==> config.mk <==
export PLATFORM = sky130hd
export DESIGN_NAME = oled_driver_config_command_decoder
export DESIGN_NICKNAME = d
export VERILOG_FILES = /design/src/verilog/cmd_decoder_pkg.sv /design/src/verilog/gray_table_mem.sv /design/src/verilog/gray_width_select.sv /design/src/verilog/oled_driver_config_command_decoder.sv
export SDC_FILE = /design/constraint.sdc
export NUM_CORES = 1
export LEC_CHECK = 0
export BUFFER_PORTS_ARGS = -buffer_cell sky130_fd_sc_hd__clkbuf_2
export CORE_MARGIN = 3
export CORE_UTILIZATION = 35
export CTS_BUF_LIST = sky130_fd_sc_hd__clkbuf_2 sky130_fd_sc_hd__clkbuf_4 sky130_fd_sc_hd__clkbuf_8
export DETAILED_ROUTE_END_ITERATION = 8
export MAX_ROUTING_LAYER = met4
export PLACE_DENSITY_LB_ADDON = 0.12
export SYNTH_ARGS = -nofsm -noshare
export SYNTH_HDL_FRONTEND = slang
export SYNTH_SLANG_ARGS = --single-unit
==> constraint.sdc <==
create_clock -name pclk -period 3.7 [get_ports pclk]
set_input_delay 1.11 -clock pclk [delete_from_list [all_inputs] [get_ports pclk]]
set_output_delay 1.11 -clock pclk [all_outputs]
set_load 0.01 [all_outputs]
==> src/verilog/cmd_decoder_pkg.sv <==
package cmd_decoder_pkg;

    // ==========================================================
    // Register map, byte addresses on the APB side.
    // ==========================================================
    localparam logic [7:0] OFS_CMD = 8'h00;       // Write: command byte, select low.
    localparam logic [7:0] OFS_PARAM = 8'h04;     // Write: parameter byte, select high.
    localparam logic [7:0] OFS_MEMDATA = 8'h08;   // Write: display memory data byte.
    localparam logic [7:0] OFS_STATUS = 8'h0C;    // Read: decoder status.
    localparam logic [7:0] OFS_SET_A = 8'h10;     // Read: first settings word.
    localparam logic [7:0] OFS_SET_B = 8'h14;     // Read: second settings word.
    localparam logic [7:0] OFS_TABLE = 8'h40;     // Read: gray table, one word per level.
    localparam logic [7:0] OFS_TABLE_END = 8'h7C; // Last word of the gray table window.

    // ==========================================================
    // Status word field positions.
    // ==========================================================
    localparam int ST_LOCK = 0;      // Command lock state.
    localparam int ST_CUSTOM = 1;    // Custom table in use.
    localparam int ST_BUSY = 2;      // Parameters still expected.
    localparam int ST_RANGE = 3;     // A loaded gray width was above the limit.
    localparam int ST_ORDER = 4;     // Loaded gray widths were not increasing.

    // ==========================================================
    // Command codes.
    // ==========================================================
    localparam logic [7:0] CMD_TABLE_ON = 8'h00;
    localparam logic [7:0] CMD_PRECHARGE2 = 8'hB6;
    localparam logic [7:0] CMD_GRAY_TABLE = 8'hB8;
    localparam logic [7:0] CMD_LINEAR = 8'hB9;
    localparam logic [7:0] CMD_PRE_VOLT = 8'hBB;
    localparam logic [7:0] CMD_DESELECT = 8'hBE;
    localparam logic [7:0] CMD_SEG_CURRENT = 8'hC1;
    localparam logic [7:0] CMD_MASTER = 8'hC7;
    localparam logic [7:0] CMD_MUX = 8'hCA;
    localparam logic [7:0] CMD_ENHANCE = 8'hD1;
    localparam logic [7:0] CMD_LOCK = 8'hFD;

    // ==========================================================
    // Reset values, limits and table figures.
    // ==========================================================
    localparam logic [3:0] RST_PRECHARGE2 = 4'h8;
    localparam logic [4:0] RST_PRE_VOLT = 5'h17;
    localparam logic [3:0] RST_DESELECT = 4'h4;
    localparam logic [7:0] RST_SEG_CURRENT = 8'h7F;
    localparam logic [3:0] RST_MASTER = 4'hF;
    localparam logic [6:0] RST_MUX = 7'h7F;
    localparam logic [6:0] MUX_MIN = 7'h0F;
    localparam logic [1:0] RST_ENHANCE = 2'h2;
    localparam logic [1:0] ENHANCE_RESERVED = 2'h0;
    localparam int ENHANCE_LSB = 4;
    localparam logic [7:0] LOCK_FIXED = 8'h12;
    localparam int LOCK_BIT = 2;
    localparam logic [7:0] GRAY_MAX = 8'hB4;
    localparam int GRAY_LEVELS = 15;
    localparam logic [7:0] LINEAR_STEP = 8'h08;

    // ==========================================================
    // Settings carried to the display logic as one bundle.
    // ==========================================================
    typedef struct packed {
        logic [3:0] precharge2;
        logic [4:0] pre_volt;
        logic [3:0] com_deselect_level;
        logic [7:0] segment_drive_current;
        logic [3:0] master_contrast;
        logic [6:0] mux_ratio;
        logic [1:0] enhance;
        logic custom_table;
        logic locked;
    } settings_type;

endpackage

==> src/verilog/gray_table_mem.sv <==
`timescale 1ns/1ps
// Small table memory: one write port, two read ports, registered read data.
module gray_table_mem #(
    parameter int DEPTH = 16,
    parameter int WIDTH = 8
) (
    input wire logic pclk,
    input wire logic presetn,
    input wire logic wr_en,
    input wire logic [$clog2(DEPTH)-1:0] wr_addr,
    input wire logic [WIDTH-1:0] wr_data,
    input wire logic [$clog2(DEPTH)-1:0] rd_addr_a,
    output logic [WIDTH-1:0] rd_data_a,
    input wire logic [$clog2(DEPTH)-1:0] rd_addr_b,
    output logic [WIDTH-1:0] rd_data_b
);

    // ==========================================================
    // Storage.
    // ==========================================================
    logic [WIDTH-1:0] mem_r [DEPTH]; // Table words, entry 0 unused by the decoder.

    // Writes land on the clock edge; entries start at zero after reset.
    always_ff @(posedge pclk or negedge presetn) begin
        if (!presetn) begin
            for (int i = 0; i < DEPTH; i++) begin
                mem_r[i] <= '0;
            end
        end else if (wr_en) begin
            mem_r[wr_addr] <= wr_data;
        end
    end

    // Both read ports return data one edge after the address.
    always_ff @(posedge pclk or negedge presetn) begin
        if (!presetn) begin
            rd_data_a <= '0;
            rd_data_b <= '0;
        end else begin
            rd_data_a <= mem_r[rd_addr_a];
            rd_data_b <= mem_r[rd_addr_b];
        end
    end

endmodule

==> src/verilog/gray_width_select.sv <==
`timescale 1ns/1ps
// Chooses the pulse width for a gray level from the linear or custom table.
module gray_width_select (
    input wire logic pclk,
    input wire logic presetn,
    input wire logic custom_table,
    input wire logic [3:0] level,
    input wire logic [7:0] custom_width,
    output logic [7:0] width_r
);

    // ==========================================================
    // Width pipeline.
    // ==========================================================
    logic [3:0] level_d_r; // Level delayed to line up with memory read data.
    logic custom_d_r;      // Table choice delayed likewise.

    // Linear table: levels 0 and 1 are zero wide, then 8 clocks per level.
    function automatic logic [7:0] linear_width(input logic [3:0] lvl);
        logic [7:0] steps;
        steps = {4'h0, lvl} - 8'h01;
        if (lvl < 4'h2) begin
            return 8'h00;
        end
        return 8'((steps * cmd_decoder_pkg::LINEAR_STEP) & 8'hFF);
    endfunction

    // Delay the request by one edge, matching the registered memory read.
    always_ff @(posedge pclk or negedge presetn) begin
        if (!presetn) begin
            level_d_r <= 4'h0;
            custom_d_r <= 1'b0;
        end else begin
            level_d_r <= level;
            custom_d_r <= custom_table;
        end
    end

    // Register the chosen width; level 0 is always zero wide.
    always_ff @(posedge pclk or negedge presetn) begin
        if (!presetn) begin
            width_r <= 8'h00;
        end else if (custom_d_r && level_d_r != 4'h0) begin
            width_r <= custom_width;
        end else begin
            width_r <= linear_width(level_d_r);
        end
    end

endmodule

==> src/verilog/oled_driver_config_command_decoder.sv <==
// The APB slave port and the address map are this design's own decisions.
`timescale 1ns/1ps
// Configuration command decoder reached over APB.
module oled_driver_config_command_decoder #(
    parameter int GRAY_LEVELS = cmd_decoder_pkg::GRAY_LEVELS
) (
    input wire logic pclk,
    input wire logic presetn,
    input wire logic psel,
    input wire logic penable,
    input wire logic pwrite,
    input wire logic [7:0] paddr,
    input wire logic [31:0] pwdata,
    output logic [31:0] prdata,
    output logic pready,
    output logic pslverr,
    input wire logic [3:0] gray_level,
    output logic [7:0] gray_level_width,
    output cmd_decoder_pkg::settings_type settings,
    output logic [7:0] mem_data,
    output logic mem_data_valid
);

    // ==========================================================
    // Elaboration check.
    // ==========================================================
    // The table memory and the level port hold exactly fifteen levels.
    if (GRAY_LEVELS != cmd_decoder_pkg::GRAY_LEVELS) begin : g_bad_levels
        $error("GRAY_LEVELS must match the fifteen-level table");
    end

    // ==========================================================
    // Declarations.
    // ==========================================================
    typedef enum logic [1:0] {
        IDLE,       // No parameters expected.
        PARAMS,     // Collecting parameters of the held command.
        DISCARD     // Extra parameters are dropped.
    } parse_state_type;

    parse_state_type state_r;            // Parser state.
    logic [7:0] cmd_r;                   // Command whose parameters are expected.
    logic [3:0] count_r;                 // Parameters taken so far.
    logic [3:0] precharge2_r;            // Second pre-charge period.
    logic [4:0] pre_volt_r;              // Pre-charge voltage code.
    logic [3:0] deselect_r;              // Common-line deselect level code.
    logic [7:0] seg_current_r;           // Segment drive current.
    logic [3:0] master_r;                // Master contrast.
    logic [6:0] mux_r;                   // Multiplex ratio minus one.
    logic [1:0] enhance_r;               // Display enhancement field.
    logic lock_r;                        // Command lock.
    logic custom_r;                      // Custom gray table in use.
    logic range_err_r;                   // A loaded width was above the limit.
    logic order_err_r;                   // Loaded widths were not increasing.
    logic [7:0] last_width_r;            // Previous width of the table being loaded.
    logic pready_r;                      // Access phase completion.
    logic [31:0] prdata_r;               // Read data.
    logic pslverr_r;                     // Unmapped access.
    logic [7:0] mem_data_r;              // Display memory data byte.
    logic mem_valid_r;                   // Display memory data strobe.
    logic [7:0] table_rd_data;           // Table word for the bus.
    logic [7:0] table_disp_data;         // Table word for the display.
    logic [7:0] width_out;               // Width from the selector.
    logic wr_take;                       // Write completes this edge.
    logic rd_take;                       // Read data is loaded this edge.
    logic cmd_wr;                        // Command byte arrives.
    logic param_wr;                      // Parameter byte arrives.
    logic [7:0] wbyte;                   // Byte written.
    logic table_wr;                      // Gray table entry written.
    logic [3:0] table_rd_addr;           // Bus read address into the table.

    // Tells whether an address is a known register.
    function automatic logic addr_mapped(input logic [7:0] a, input logic wr);
        logic tbl;
        tbl = (a >= cmd_decoder_pkg::OFS_TABLE) && (a <= cmd_decoder_pkg::OFS_TABLE_END) && (a[1:0] == 2'b00);
        if (wr) begin
            return a == cmd_decoder_pkg::OFS_CMD || a == cmd_decoder_pkg::OFS_PARAM
                || a == cmd_decoder_pkg::OFS_MEMDATA;
        end
        return tbl || a == cmd_decoder_pkg::OFS_STATUS || a == cmd_decoder_pkg::OFS_SET_A
            || a == cmd_decoder_pkg::OFS_SET_B;
    endfunction

    // Number of parameter bytes each command takes.
    function automatic logic [3:0] param_count(input logic [7:0] c);
        case (c)
            cmd_decoder_pkg::CMD_GRAY_TABLE: return 4'(GRAY_LEVELS);
            cmd_decoder_pkg::CMD_ENHANCE: return 4'h2;
            cmd_decoder_pkg::CMD_PRECHARGE2, cmd_decoder_pkg::CMD_PRE_VOLT,
            cmd_decoder_pkg::CMD_DESELECT, cmd_decoder_pkg::CMD_SEG_CURRENT,
            cmd_decoder_pkg::CMD_MASTER, cmd_decoder_pkg::CMD_MUX,
            cmd_decoder_pkg::CMD_LOCK: return 4'h1;
            default: return 4'h0;
        endcase
    endfunction

    // ==========================================================
    // APB slave.
    // ==========================================================
    // Every access has one wait state; writes and reads complete with pready.
    assign wr_take = psel && penable && pwrite && pready_r;
    assign rd_take = psel && penable && !pwrite && !pready_r;
    assign wbyte = pwdata[7:0];
    assign cmd_wr = wr_take && paddr == cmd_decoder_pkg::OFS_CMD;
    assign param_wr = wr_take && paddr == cmd_decoder_pkg::OFS_PARAM;
    assign table_rd_addr = paddr[5:2];

    // Ready rises in the second access cycle and drops right after.
    always_ff @(posedge pclk or negedge presetn) begin
        if (!presetn) begin
            pready_r <= 1'b0;
            pslverr_r <= 1'b0;
        end else if (psel && penable && !pready_r) begin
            pready_r <= 1'b1;
            pslverr_r <= !addr_mapped(paddr, pwrite);
        end else begin
            pready_r <= 1'b0;
            pslverr_r <= 1'b0;
        end
    end

    // Read data is captured once the table memory has answered.
    always_ff @(posedge pclk or negedge presetn) begin
        if (!presetn) begin
            prdata_r <= 32'h0000_0000;
        end else if (rd_take) begin
            prdata_r <= 32'h0000_0000;
            if (paddr >= cmd_decoder_pkg::OFS_TABLE && paddr <= cmd_decoder_pkg::OFS_TABLE_END) begin
                prdata_r[7:0] <= table_rd_data;
            end else if (paddr == cmd_decoder_pkg::OFS_STATUS) begin
                prdata_r[cmd_decoder_pkg::ST_LOCK] <= lock_r;
                prdata_r[cmd_decoder_pkg::ST_CUSTOM] <= custom_r;
                prdata_r[cmd_decoder_pkg::ST_BUSY] <= state_r == PARAMS;
                prdata_r[cmd_decoder_pkg::ST_RANGE] <= range_err_r;
                prdata_r[cmd_decoder_pkg::ST_ORDER] <= order_err_r;
                prdata_r[15:8] <= cmd_decoder_pkg::LOCK_FIXED | {5'h00, lock_r, 2'b00};
            end else if (paddr == cmd_decoder_pkg::OFS_SET_A) begin
                prdata_r <= {precharge2_r, 3'h0, pre_volt_r, 4'h0, deselect_r, 4'h0, seg_current_r};
            end else if (paddr == cmd_decoder_pkg::OFS_SET_B) begin
                prdata_r[19:0] <= {master_r, 1'b0, mux_r, 6'h00, enhance_r};
            end
        end
    end

    // ==========================================================
    // Command parser.
    // ==========================================================
    // Commands are dropped while locked, except the lock command.
    always_ff @(posedge pclk or negedge presetn) begin
        if (!presetn) begin
            state_r <= IDLE;
            cmd_r <= 8'h00;
            count_r <= 4'h0;
        end else if (cmd_wr) begin
            if (lock_r && wbyte != cmd_decoder_pkg::CMD_LOCK) begin
                state_r <= DISCARD;
            end else if (param_count(wbyte) != 4'h0) begin
                state_r <= PARAMS;
                cmd_r <= wbyte;
                count_r <= 4'h0;
            end else begin
                state_r <= IDLE;
            end
        end else if (param_wr) begin
            case (state_r)
                PARAMS: begin
                    count_r <= count_r + 4'h1;
                    if (count_r + 4'h1 == param_count(cmd_r)) begin
                        state_r <= DISCARD;
                    end
                end
                default: begin
                    state_r <= state_r;
                end
            endcase
        end
    end

    // The parameterless commands CMD_TABLE_ON and CMD_LINEAR select the table in use.
    always_ff @(posedge pclk or negedge presetn) begin
        if (!presetn) begin
            custom_r <= 1'b0;
        end else if (cmd_wr && !lock_r) begin
            if (wbyte == cmd_decoder_pkg::CMD_LINEAR) begin
                custom_r <= 1'b0;
            end else if (wbyte == cmd_decoder_pkg::CMD_TABLE_ON) begin
                custom_r <= 1'b1;
            end
        end
    end

    // Single-byte settings keep only their meaningful bits.
    always_ff @(posedge pclk or negedge presetn) begin
        if (!presetn) begin
            precharge2_r <= cmd_decoder_pkg::RST_PRECHARGE2;
            pre_volt_r <= cmd_decoder_pkg::RST_PRE_VOLT;
            deselect_r <= cmd_decoder_pkg::RST_DESELECT;
            seg_current_r <= cmd_decoder_pkg::RST_SEG_CURRENT;
            master_r <= cmd_decoder_pkg::RST_MASTER;
            mux_r <= cmd_decoder_pkg::RST_MUX;
            lock_r <= 1'b0;
        end else if (param_wr && state_r == PARAMS && count_r == 4'h0) begin
            case (cmd_r)
                cmd_decoder_pkg::CMD_PRECHARGE2: precharge2_r <= wbyte[3:0];
                cmd_decoder_pkg::CMD_PRE_VOLT: pre_volt_r <= wbyte[4:0];
                cmd_decoder_pkg::CMD_DESELECT: deselect_r <= wbyte[3:0];
                cmd_decoder_pkg::CMD_SEG_CURRENT: seg_current_r <= wbyte;
                cmd_decoder_pkg::CMD_MASTER: master_r <= wbyte[3:0];
                cmd_decoder_pkg::CMD_MUX: begin
                    // Ratios below sixteen rows are not served and are dropped.
                    if (wbyte[6:0] >= cmd_decoder_pkg::MUX_MIN) begin
                        mux_r <= wbyte[6:0];
                    end
                end
                cmd_decoder_pkg::CMD_LOCK: lock_r <= wbyte[cmd_decoder_pkg::LOCK_BIT];
                default: begin
                    lock_r <= lock_r;
                end
            endcase
        end
    end

    // Enhancement: the first byte holds the field, the second is fixed.
    always_ff @(posedge pclk or negedge presetn) begin
        if (!presetn) begin
            enhance_r <= cmd_decoder_pkg::RST_ENHANCE;
        end else if (param_wr && state_r == PARAMS && cmd_r == cmd_decoder_pkg::CMD_ENHANCE
                     && count_r == 4'h0) begin
            // The reserved code leaves the setting unchanged.
            if (wbyte[cmd_decoder_pkg::ENHANCE_LSB+:2] != cmd_decoder_pkg::ENHANCE_RESERVED) begin
                enhance_r <= wbyte[cmd_decoder_pkg::ENHANCE_LSB+:2];
            end
        end
    end

    // ==========================================================
    // Gray table loading and checks.
    // ==========================================================
    assign table_wr = param_wr && state_r == PARAMS && cmd_r == cmd_decoder_pkg::CMD_GRAY_TABLE;

    // Flags out-of-range or non-increasing widths; a new table clears them.
    always_ff @(posedge pclk or negedge presetn) begin
        if (!presetn) begin
            range_err_r <= 1'b0;
            order_err_r <= 1'b0;
            last_width_r <= 8'h00;
        end else if (table_wr) begin
            last_width_r <= wbyte;
            if (wbyte > cmd_decoder_pkg::GRAY_MAX) begin
                range_err_r <= 1'b1;
            end
            if (count_r != 4'h0 && wbyte <= last_width_r) begin
                order_err_r <= 1'b1;
            end
        end else if (cmd_wr && !lock_r && wbyte == cmd_decoder_pkg::CMD_GRAY_TABLE) begin
            range_err_r <= 1'b0;
            order_err_r <= 1'b0;
        end
    end

    // Level n is stored at entry n, in the order the bytes arrive.
    gray_table_mem #(
        .DEPTH(16),
        .WIDTH(8)
    ) u_table (
        .pclk(pclk),
        .presetn(presetn),
        .wr_en(table_wr),
        .wr_addr(count_r + 4'h1),
        .wr_data(wbyte),
        .rd_addr_a(table_rd_addr),
        .rd_data_a(table_rd_data),
        .rd_addr_b(gray_level),
        .rd_data_b(table_disp_data)
    );

    // Width for the display's current gray level.
    gray_width_select u_select (
        .pclk(pclk),
        .presetn(presetn),
        .custom_table(custom_r),
        .level(gray_level),
        .custom_width(table_disp_data),
        .width_r(width_out)
    );

    // ==========================================================
    // Display memory writes.
    // ==========================================================
    // Memory data is blocked while the interface is locked.
    always_ff @(posedge pclk or negedge presetn) begin
        if (!presetn) begin
            mem_data_r <= 8'h00;
            mem_valid_r <= 1'b0;
        end else begin
            mem_valid_r <= wr_take && paddr == cmd_decoder_pkg::OFS_MEMDATA && !lock_r;
            if (wr_take && paddr == cmd_decoder_pkg::OFS_MEMDATA && !lock_r) begin
                mem_data_r <= wbyte;
            end
        end
    end

    // ==========================================================
    // Outputs.
    // ==========================================================
    assign prdata = prdata_r;
    assign pready = pready_r;
    assign pslverr = pslverr_r;
    assign gray_level_width = width_out;
    assign mem_data = mem_data_r;
    assign mem_data_valid = mem_valid_r;
    assign settings = '{precharge2: precharge2_r, pre_volt: pre_volt_r, com_deselect_level: deselect_r,
                        segment_drive_current: seg_current_r, master_contrast: master_r, mux_ratio: mux_r,
                        enhance: enhance_r, custom_table: custom_r, locked: lock_r};

endmodule

== After elaboration in Yosys (flattened, before gate mapping) ==
Cells that the tools add are included.

* $add $sub $neg: 2
* Order comparisons: 10
* Eq/ne operators: 31
* Mux-type cells: 55
* Bitwise gates (word level): 4
* Reduce and logical (&&, ||, !) cells: 61

{| class="wikitable"
|+ Operators by type and width
! cell !! count
|-
| 8-bit == test (second input constant) || 19
|-
| 128-bit bitwise mux || 1
|-
| 8-bit 2-to-1 mux || 10
|-
| 8-bit binary-select mux with 4-bit select || 2
|-
| 20-bit 2-to-1 mux || 2
|-
| 4-bit 2-to-1 mux || 10
|-
| 8-bit demux with 4-bit select || 1
|-
| 24-bit 2-to-1 mux || 1
|-
| 4-bit case mux with 3 select lines || 2
|-
| 1-bit logical AND || 23
|-
| 2-bit AND reduction || 10
|-
| 1-bit 2-to-1 mux || 17
|-
| 8-bit by 4-bit == test with 1-bit output (second input constant) || 2
|-
| 8-bit by 5-bit == test with 1-bit output (second input constant) || 2
|-
| 8-bit logical NOT || 2
|-
| 16-bit 2-to-1 mux || 1
|-
| 5-bit greater-or-equal comparator (second input constant) || 3
|-
| 4-bit NOT with 5-bit output || 3
|-
| 7-bit OR reduction || 2
|-
| 12-bit 2-to-1 mux || 1
|-
| 2-bit nonzero test || 6
|-
| 4-bit nonzero test || 3
|-
| 2-bit 2-to-1 mux || 5
|-
| 3-bit AND reduction || 3
|-
| 23 further kinds || 32
|}

* Register bits after elaboration: 260
* Bits of input ports: 49
* Output and inout bits: 87

== Logic depth before layout (Yosys ltp) ==
* Word-level depth: 11
* Depth in mapped cells: 10

== Modules after synthesis ==
From an unflattened synthesis, not the netlist that was laid out.

* Cell total of the unflattened synthesis: 942
* Area, all modules: 12562.0 sq um

{| class="wikitable"
|+ By module, submodules not included
! module !! instances !! cells each !! area an instance (sq um) !! sequential area each (sq um)
|-
| gray_table_mem || 1 || 451 || 7260.7 || 3603.5
|-
| oled_driver_config_command_decoder || 1 || 457 || 4794.6 || 2533.7
|-
| gray_width_select || 1 || 34 || 506.7 || 325.3
|}

== Worst setup path before layout ==
No wires, ideal clock.

* Path kind: in2reg
* Start point: input port paddr[2]
* End point: register u_table.rd_data_a[0]
* Setup time: 138 ps
* Arrival time: 2800 ps
* Setup slack: 761 ps
* Cell stages on the path: 4
* Path through: clkbuf_1 -> buf_1 -> mux4_2 -> mux4_2

* Word-level cells in the longest chain between the ends: 4

{| class="wikitable"
|+ RTL lines
! what !! line !! text
|-
| start, declared || oled_driver_config_command_decoder.sv:12 || <nowiki>input wire logic [7:0] paddr,</nowiki>
|-
| 4-bit NOT with 5-bit output (not written as such) || gray_table_mem.sv:40 || <nowiki>rd_data_a <= mem_r[rd_addr_a];</nowiki>
|-
| 8-bit binary-select mux with 4-bit select || gray_table_mem.sv:40 ||
|-
| 8-bit 2-to-1 mux (not written as such) (2 in a row) || gray_table_mem.sv:40 ||
|-
| end signal, assigned || gray_table_mem.sv:40 ||
|-
| end, declared || gray_table_mem.sv:13 || <nowiki>output logic [WIDTH-1:0] rd_data_a,</nowiki>
|}

No other way between the ends. The select of a mux whose other input is x is not followed.
A chain may end at the register's enable or synchronous reset.

== Worst setup path after layout ==
* Start point: register count_r[0]
* End point: register u_table.mem_r[117] (netlist name)

* Word-level cells in the longest chain between the ends: 7

{| class="wikitable"
|+ RTL lines
! what !! line !! text
|-
| start, declared || oled_driver_config_command_decoder.sv:43 || <nowiki>logic [3:0] count_r;</nowiki>
|-
| start signal, assigned || oled_driver_config_command_decoder.sv:167 || <nowiki>count_r <= count_r + 4'h1;</nowiki>
|-
| 4-bit by 1-bit adder with 4-bit output (*) || oled_driver_config_command_decoder.sv:269 || <nowiki>.wr_addr(count_r + 4'h1),</nowiki>
|-
| 4-bit NOT with 5-bit output (not written as such) (*) || gray_table_mem.sv:30 || <nowiki>mem_r[wr_addr] <= wr_data;</nowiki>
|-
| 5-bit greater-or-equal comparator (not written as such) / 5-bit by 1-bit less-than comparator with 1-bit output (equally long branches) || gray_table_mem.sv:30 ||
|-
| 1-bit logical AND (not written as such) || gray_table_mem.sv:30 ||
|-
| 8-bit 2-to-1 mux (not written as such) || gray_table_mem.sv:30 ||
|-
| 8-bit demux with 4-bit select (*) || gray_table_mem.sv:30 ||
|-
| 128-bit bitwise mux (*) || gray_table_mem.sv:30 ||
|-
| end signal, assigned by index || gray_table_mem.sv:30 ||
|-
| end, declared || gray_table_mem.sv:21 || <nowiki>logic [WIDTH-1:0] mem_r [DEPTH];</nowiki>
|}

Mark *: on every way between the ends. The rest lies on a longest branch, timed or not.

==> metrics.md <==
| Metric | Value |
|---|---|
| Starting density of the core | `35.7%` |
| Pre-Repair DR Iteration Count | `4` |
| Switching power | `1510 uW` |
| Detailed placement HPWL | `24.1 mm` |
| Netlist cell types | `72` |
| Vias per cell | `5.30` |
| Setup crit start kind | `flop` |
| Top-level I/O count | `136` |
| Layout cells sized above 1 | `45.6%` |
| Hold depth | `1` |
| Crit path depth | `6` |
| Sw Share | `24.4%` |
| CP Cell Sequence | `ha_1 > and2_1 > nand3_1 > mux2i_1 > nand3_2 > mux2_4` |
| CTS tree | `yes` |
| DRT iter0 DRCs | `386` |
| Aggregate global routing overflow | `0` |
| Max Clk Rate | `358 MHz` |
| Die area | `38,900 sq um` |
| Clk pwr share | `48.5%` |
| CP max FO | `11` |
| Post-Synthesis Cells | `955` |
| Clock Pin Slew Worst Setup and Hold Paths | `0.06 ns` |
| I/O Buffers | `108` |
| WL per Instance | `23.0 um` |
| Metal2 WL | `16.8 mm` |
| Die Wd | `197 um` |
| Final hold slack | `0.460 ns` |
| Fin. Hold Viols | `0` |
| Num CTS Buffers | `49` |
| Setup Viol. Count Final | `0` |
| DRC | `0` |
| P&R area growth vs syn | `17.4%` |
| Met1 wire length | `17.0 mm` |
| Routability cong. | `0.800` |
| Synthesized flop and latch total | `257` |
| Top delay family on crit path | `multiplexers` |
| Final clock skew | `0.0221 ns` |
| Final Core Density | `41.9%` |
| Row cnt | `69` |
| First-pass GRT wire length | `56.0 mm` |
| Post-synth top flop | `dfrtp_1` |
| Largest net degree at the start of global routing | `89` |
| Setup bufs post-CTS | `0` |
| Final period util | `75.5%` |
| Clock latency on the worst-skew pair | `0.62 ns` |
| Post-route minimum period | `2.79 ns` |
| Sequential power share | `46.1%` |
| Die Ht | `197 um` |
| RSZ-0062 raised after global routing | `false` |
| Fin Setup TNS | `0 ns` |
| Commonest non-fill, non-tap cells in the layout | `232 x dfrtp_1, 107 x clkbuf_2, 97 x mux2_2, 91 x nand2_1, 80 x mux4_2` |
| Synth Area per Inst | `13.4 sq um` |
| CP Class | `reg2reg` |
| Netlist Area Pre-Place | `12,800 sq um` |
| CTS resizes | `0` |
| Wire length on met3 | `1.60 mm` |
| Cell Pwr Density | `410 nW/um^2` |
| Uppermost routed layer | `met4` |
| Core Area | `35,800 sq um` |
| Diode count | `0` |
| Status | `finished clean` |
| Tightest Hold Check Type | `reg2reg` |
| YS warnings | `0` |
| Power Total | `6160 uW` |
| CTS Sinks | `257` |
| Post-synthesis sequential area ratio | `50.5%` |
| Max-slew violation count | `0` |
| WP buf/inv | `0` |
| Least-Margin Pin Slew | `0.982 ns` |
| Nets | `1,150` |
| Combinational share of power | `5.4%` |
| Antenna-violating nets left | `0` |
| CTS root buf | `clkbuf_8` |
| CP max stage cell | `dfrtp_1` |
| Reg2Reg Depth | `6` |
| CP arrival | `3.28 ns` |
| Internal power | `4660 uW` |
| DRT Wirelength | `36.5 mm` |
| H-tree levels | `2` |
| CTS Buffer Depth | `3` |
| Leakage | `0.00705 uW` |
| DR vias | `8,400` |
| Critical Path Max Stage Delay | `0.56 ns` |
| Setup crit end kind | `flop` |
| Vias in the first global route | `8,793` |
| Initial antenna violation count | `0` |
| Commonest non-fill, non-tap cell in the layout | `dfrtp_1` |
| GR Util All Layers | `19.8%` |
| Maxcap violations | `0` |
| Data required, critical path | `4.19 ns` |
| CTS Hold Bufs | `0` |
| Relative slew slack | `34.5%` |
| Post-synth EDFFs | `0` |
| Post-synth ARST share | `100%` |
| Maximum VDD drop | `0.180 mV` |
==> flip-flops by register name, summed over array words and instances, names as in the netlist, 5 cells and up <==
name               cells
cmd_r                  8
u_table.mem_r        128
seg_current_r          8
u_select.width_r       8
u_table.rd_data_a      8
last_width_r           8
pre_volt_r             5
prdata                29
u_table.rd_data_b      8
mem_data               8
mux_r                  7
==> kinds of logic after synthesis <==
family | Yosys count | synth area share (%)
muxes | 218 | 27.1
DFF | 257 | 50.5
adders and majority gates | 15 | 1.47
AOI/OAI and AO/OA | 137 | 6.82
and+or+nand+nor | 231 | 10.4
xor gates and xnor gates | 1 | 0.0685
other | 1 | 0.0293
buffers and inverters | 95 | 3.58
==> worst register-to-register path, cell delays in order (launching register included) <==
cell	delay, ns
dfrtp_1	0.56
ha_1	0.33
and2_1	0.18
nand3_1	0.09
mux2i_1	0.54
nand3_2	0.52
mux2_4	0.46
==> metal layers <==
layer,vias to the layer above,GRT usage (%)
met5,-,-
met4,0,6.49
met3,68,3.58
met2,190,30.0
met1,4322,27.1
li1,3820,-
==> Yosys cell counts (5+ instances only) <==
library cell  number  area (sq um)
nand3_1           19          95.1
mux4_2            80          1800
inv_1             20          75.1
ha_1              15           188
o21ai_0           68           340
a21oi_1           11          55.1
dfrtp_1          232          5810
nor3_1             8          40.0
buf_4              7          52.6
nand4_1            8          50.1
buf_2              6          30.0
nand3_2            8          80.1
mux2_4            32           480
a22o_1            15           131
mux2i_1            5          50.1
nor4_1             5          31.3
a31oi_1            6          37.5
buf_6              9           101
nand2_1           91           342
clkbuf_1          48           180
nor2_1            27           101
and3_1             7          43.8
nor2b_1            5          31.3
mux2_2            97          1090
dfstp_2           25           657
and2_1             5          31.3
==> cell type report <==
cell class | instances | area [sq um]
fill | 3356 | 20800
sequential | 257 | 6460
multi-input combinational | 605 | 5890
clock buffer | 80 | 970
timing repair buffer | 152 | 956
tap | 461 | 577
clock inverter | 10 | 86.3
inverter | 21 | 78.8
==> power by group through the flow <==
stage / logic, uW / registers, uW / clock network (uW)
3_5_place_dp: 342 / 2890 / 0
6_report: 332 / 2840 / 2990
4_1_cts: 343 / 2840 / 3090
5_1_grt: 368 / 2840 / 3210
3_3_place_gp: 343 / 2890 / 0
2_1_floorplan: 147 / 2890 / 0
==> metrics by stage <==
step	setup slack, ns	cells	area (sq um)
5_1_grt	0.757	1586	15000
2_1_floorplan	0.761	957	12800
6_report	0.907	1586	15000
3_5_place_dp	0.375	1496	14000
4_1_cts	0.929	1586	15000
3_3_place_gp	0.392	1496	14000
==> path summary, 6_finish.rpt <==
check	startpoint	to	slack [ns]
worst max-delay path	count_r[0]	u_table.mem_r[117]	0.91
worst min-delay path	u_table.rd_data_b[1]	u_select.width_r[1]	0.46
worst max register to register	count_r[0]	u_table.mem_r[117]	0.91
worst min register to register	u_table.rd_data_b[1]	u_select.width_r[1]	0.46
max in group asynchronous	presetn	last_width_r[6]	2.33
min in group asynchronous	presetn	u_select.width_r[7]	0.49
(Power assumes the default switching activity.)
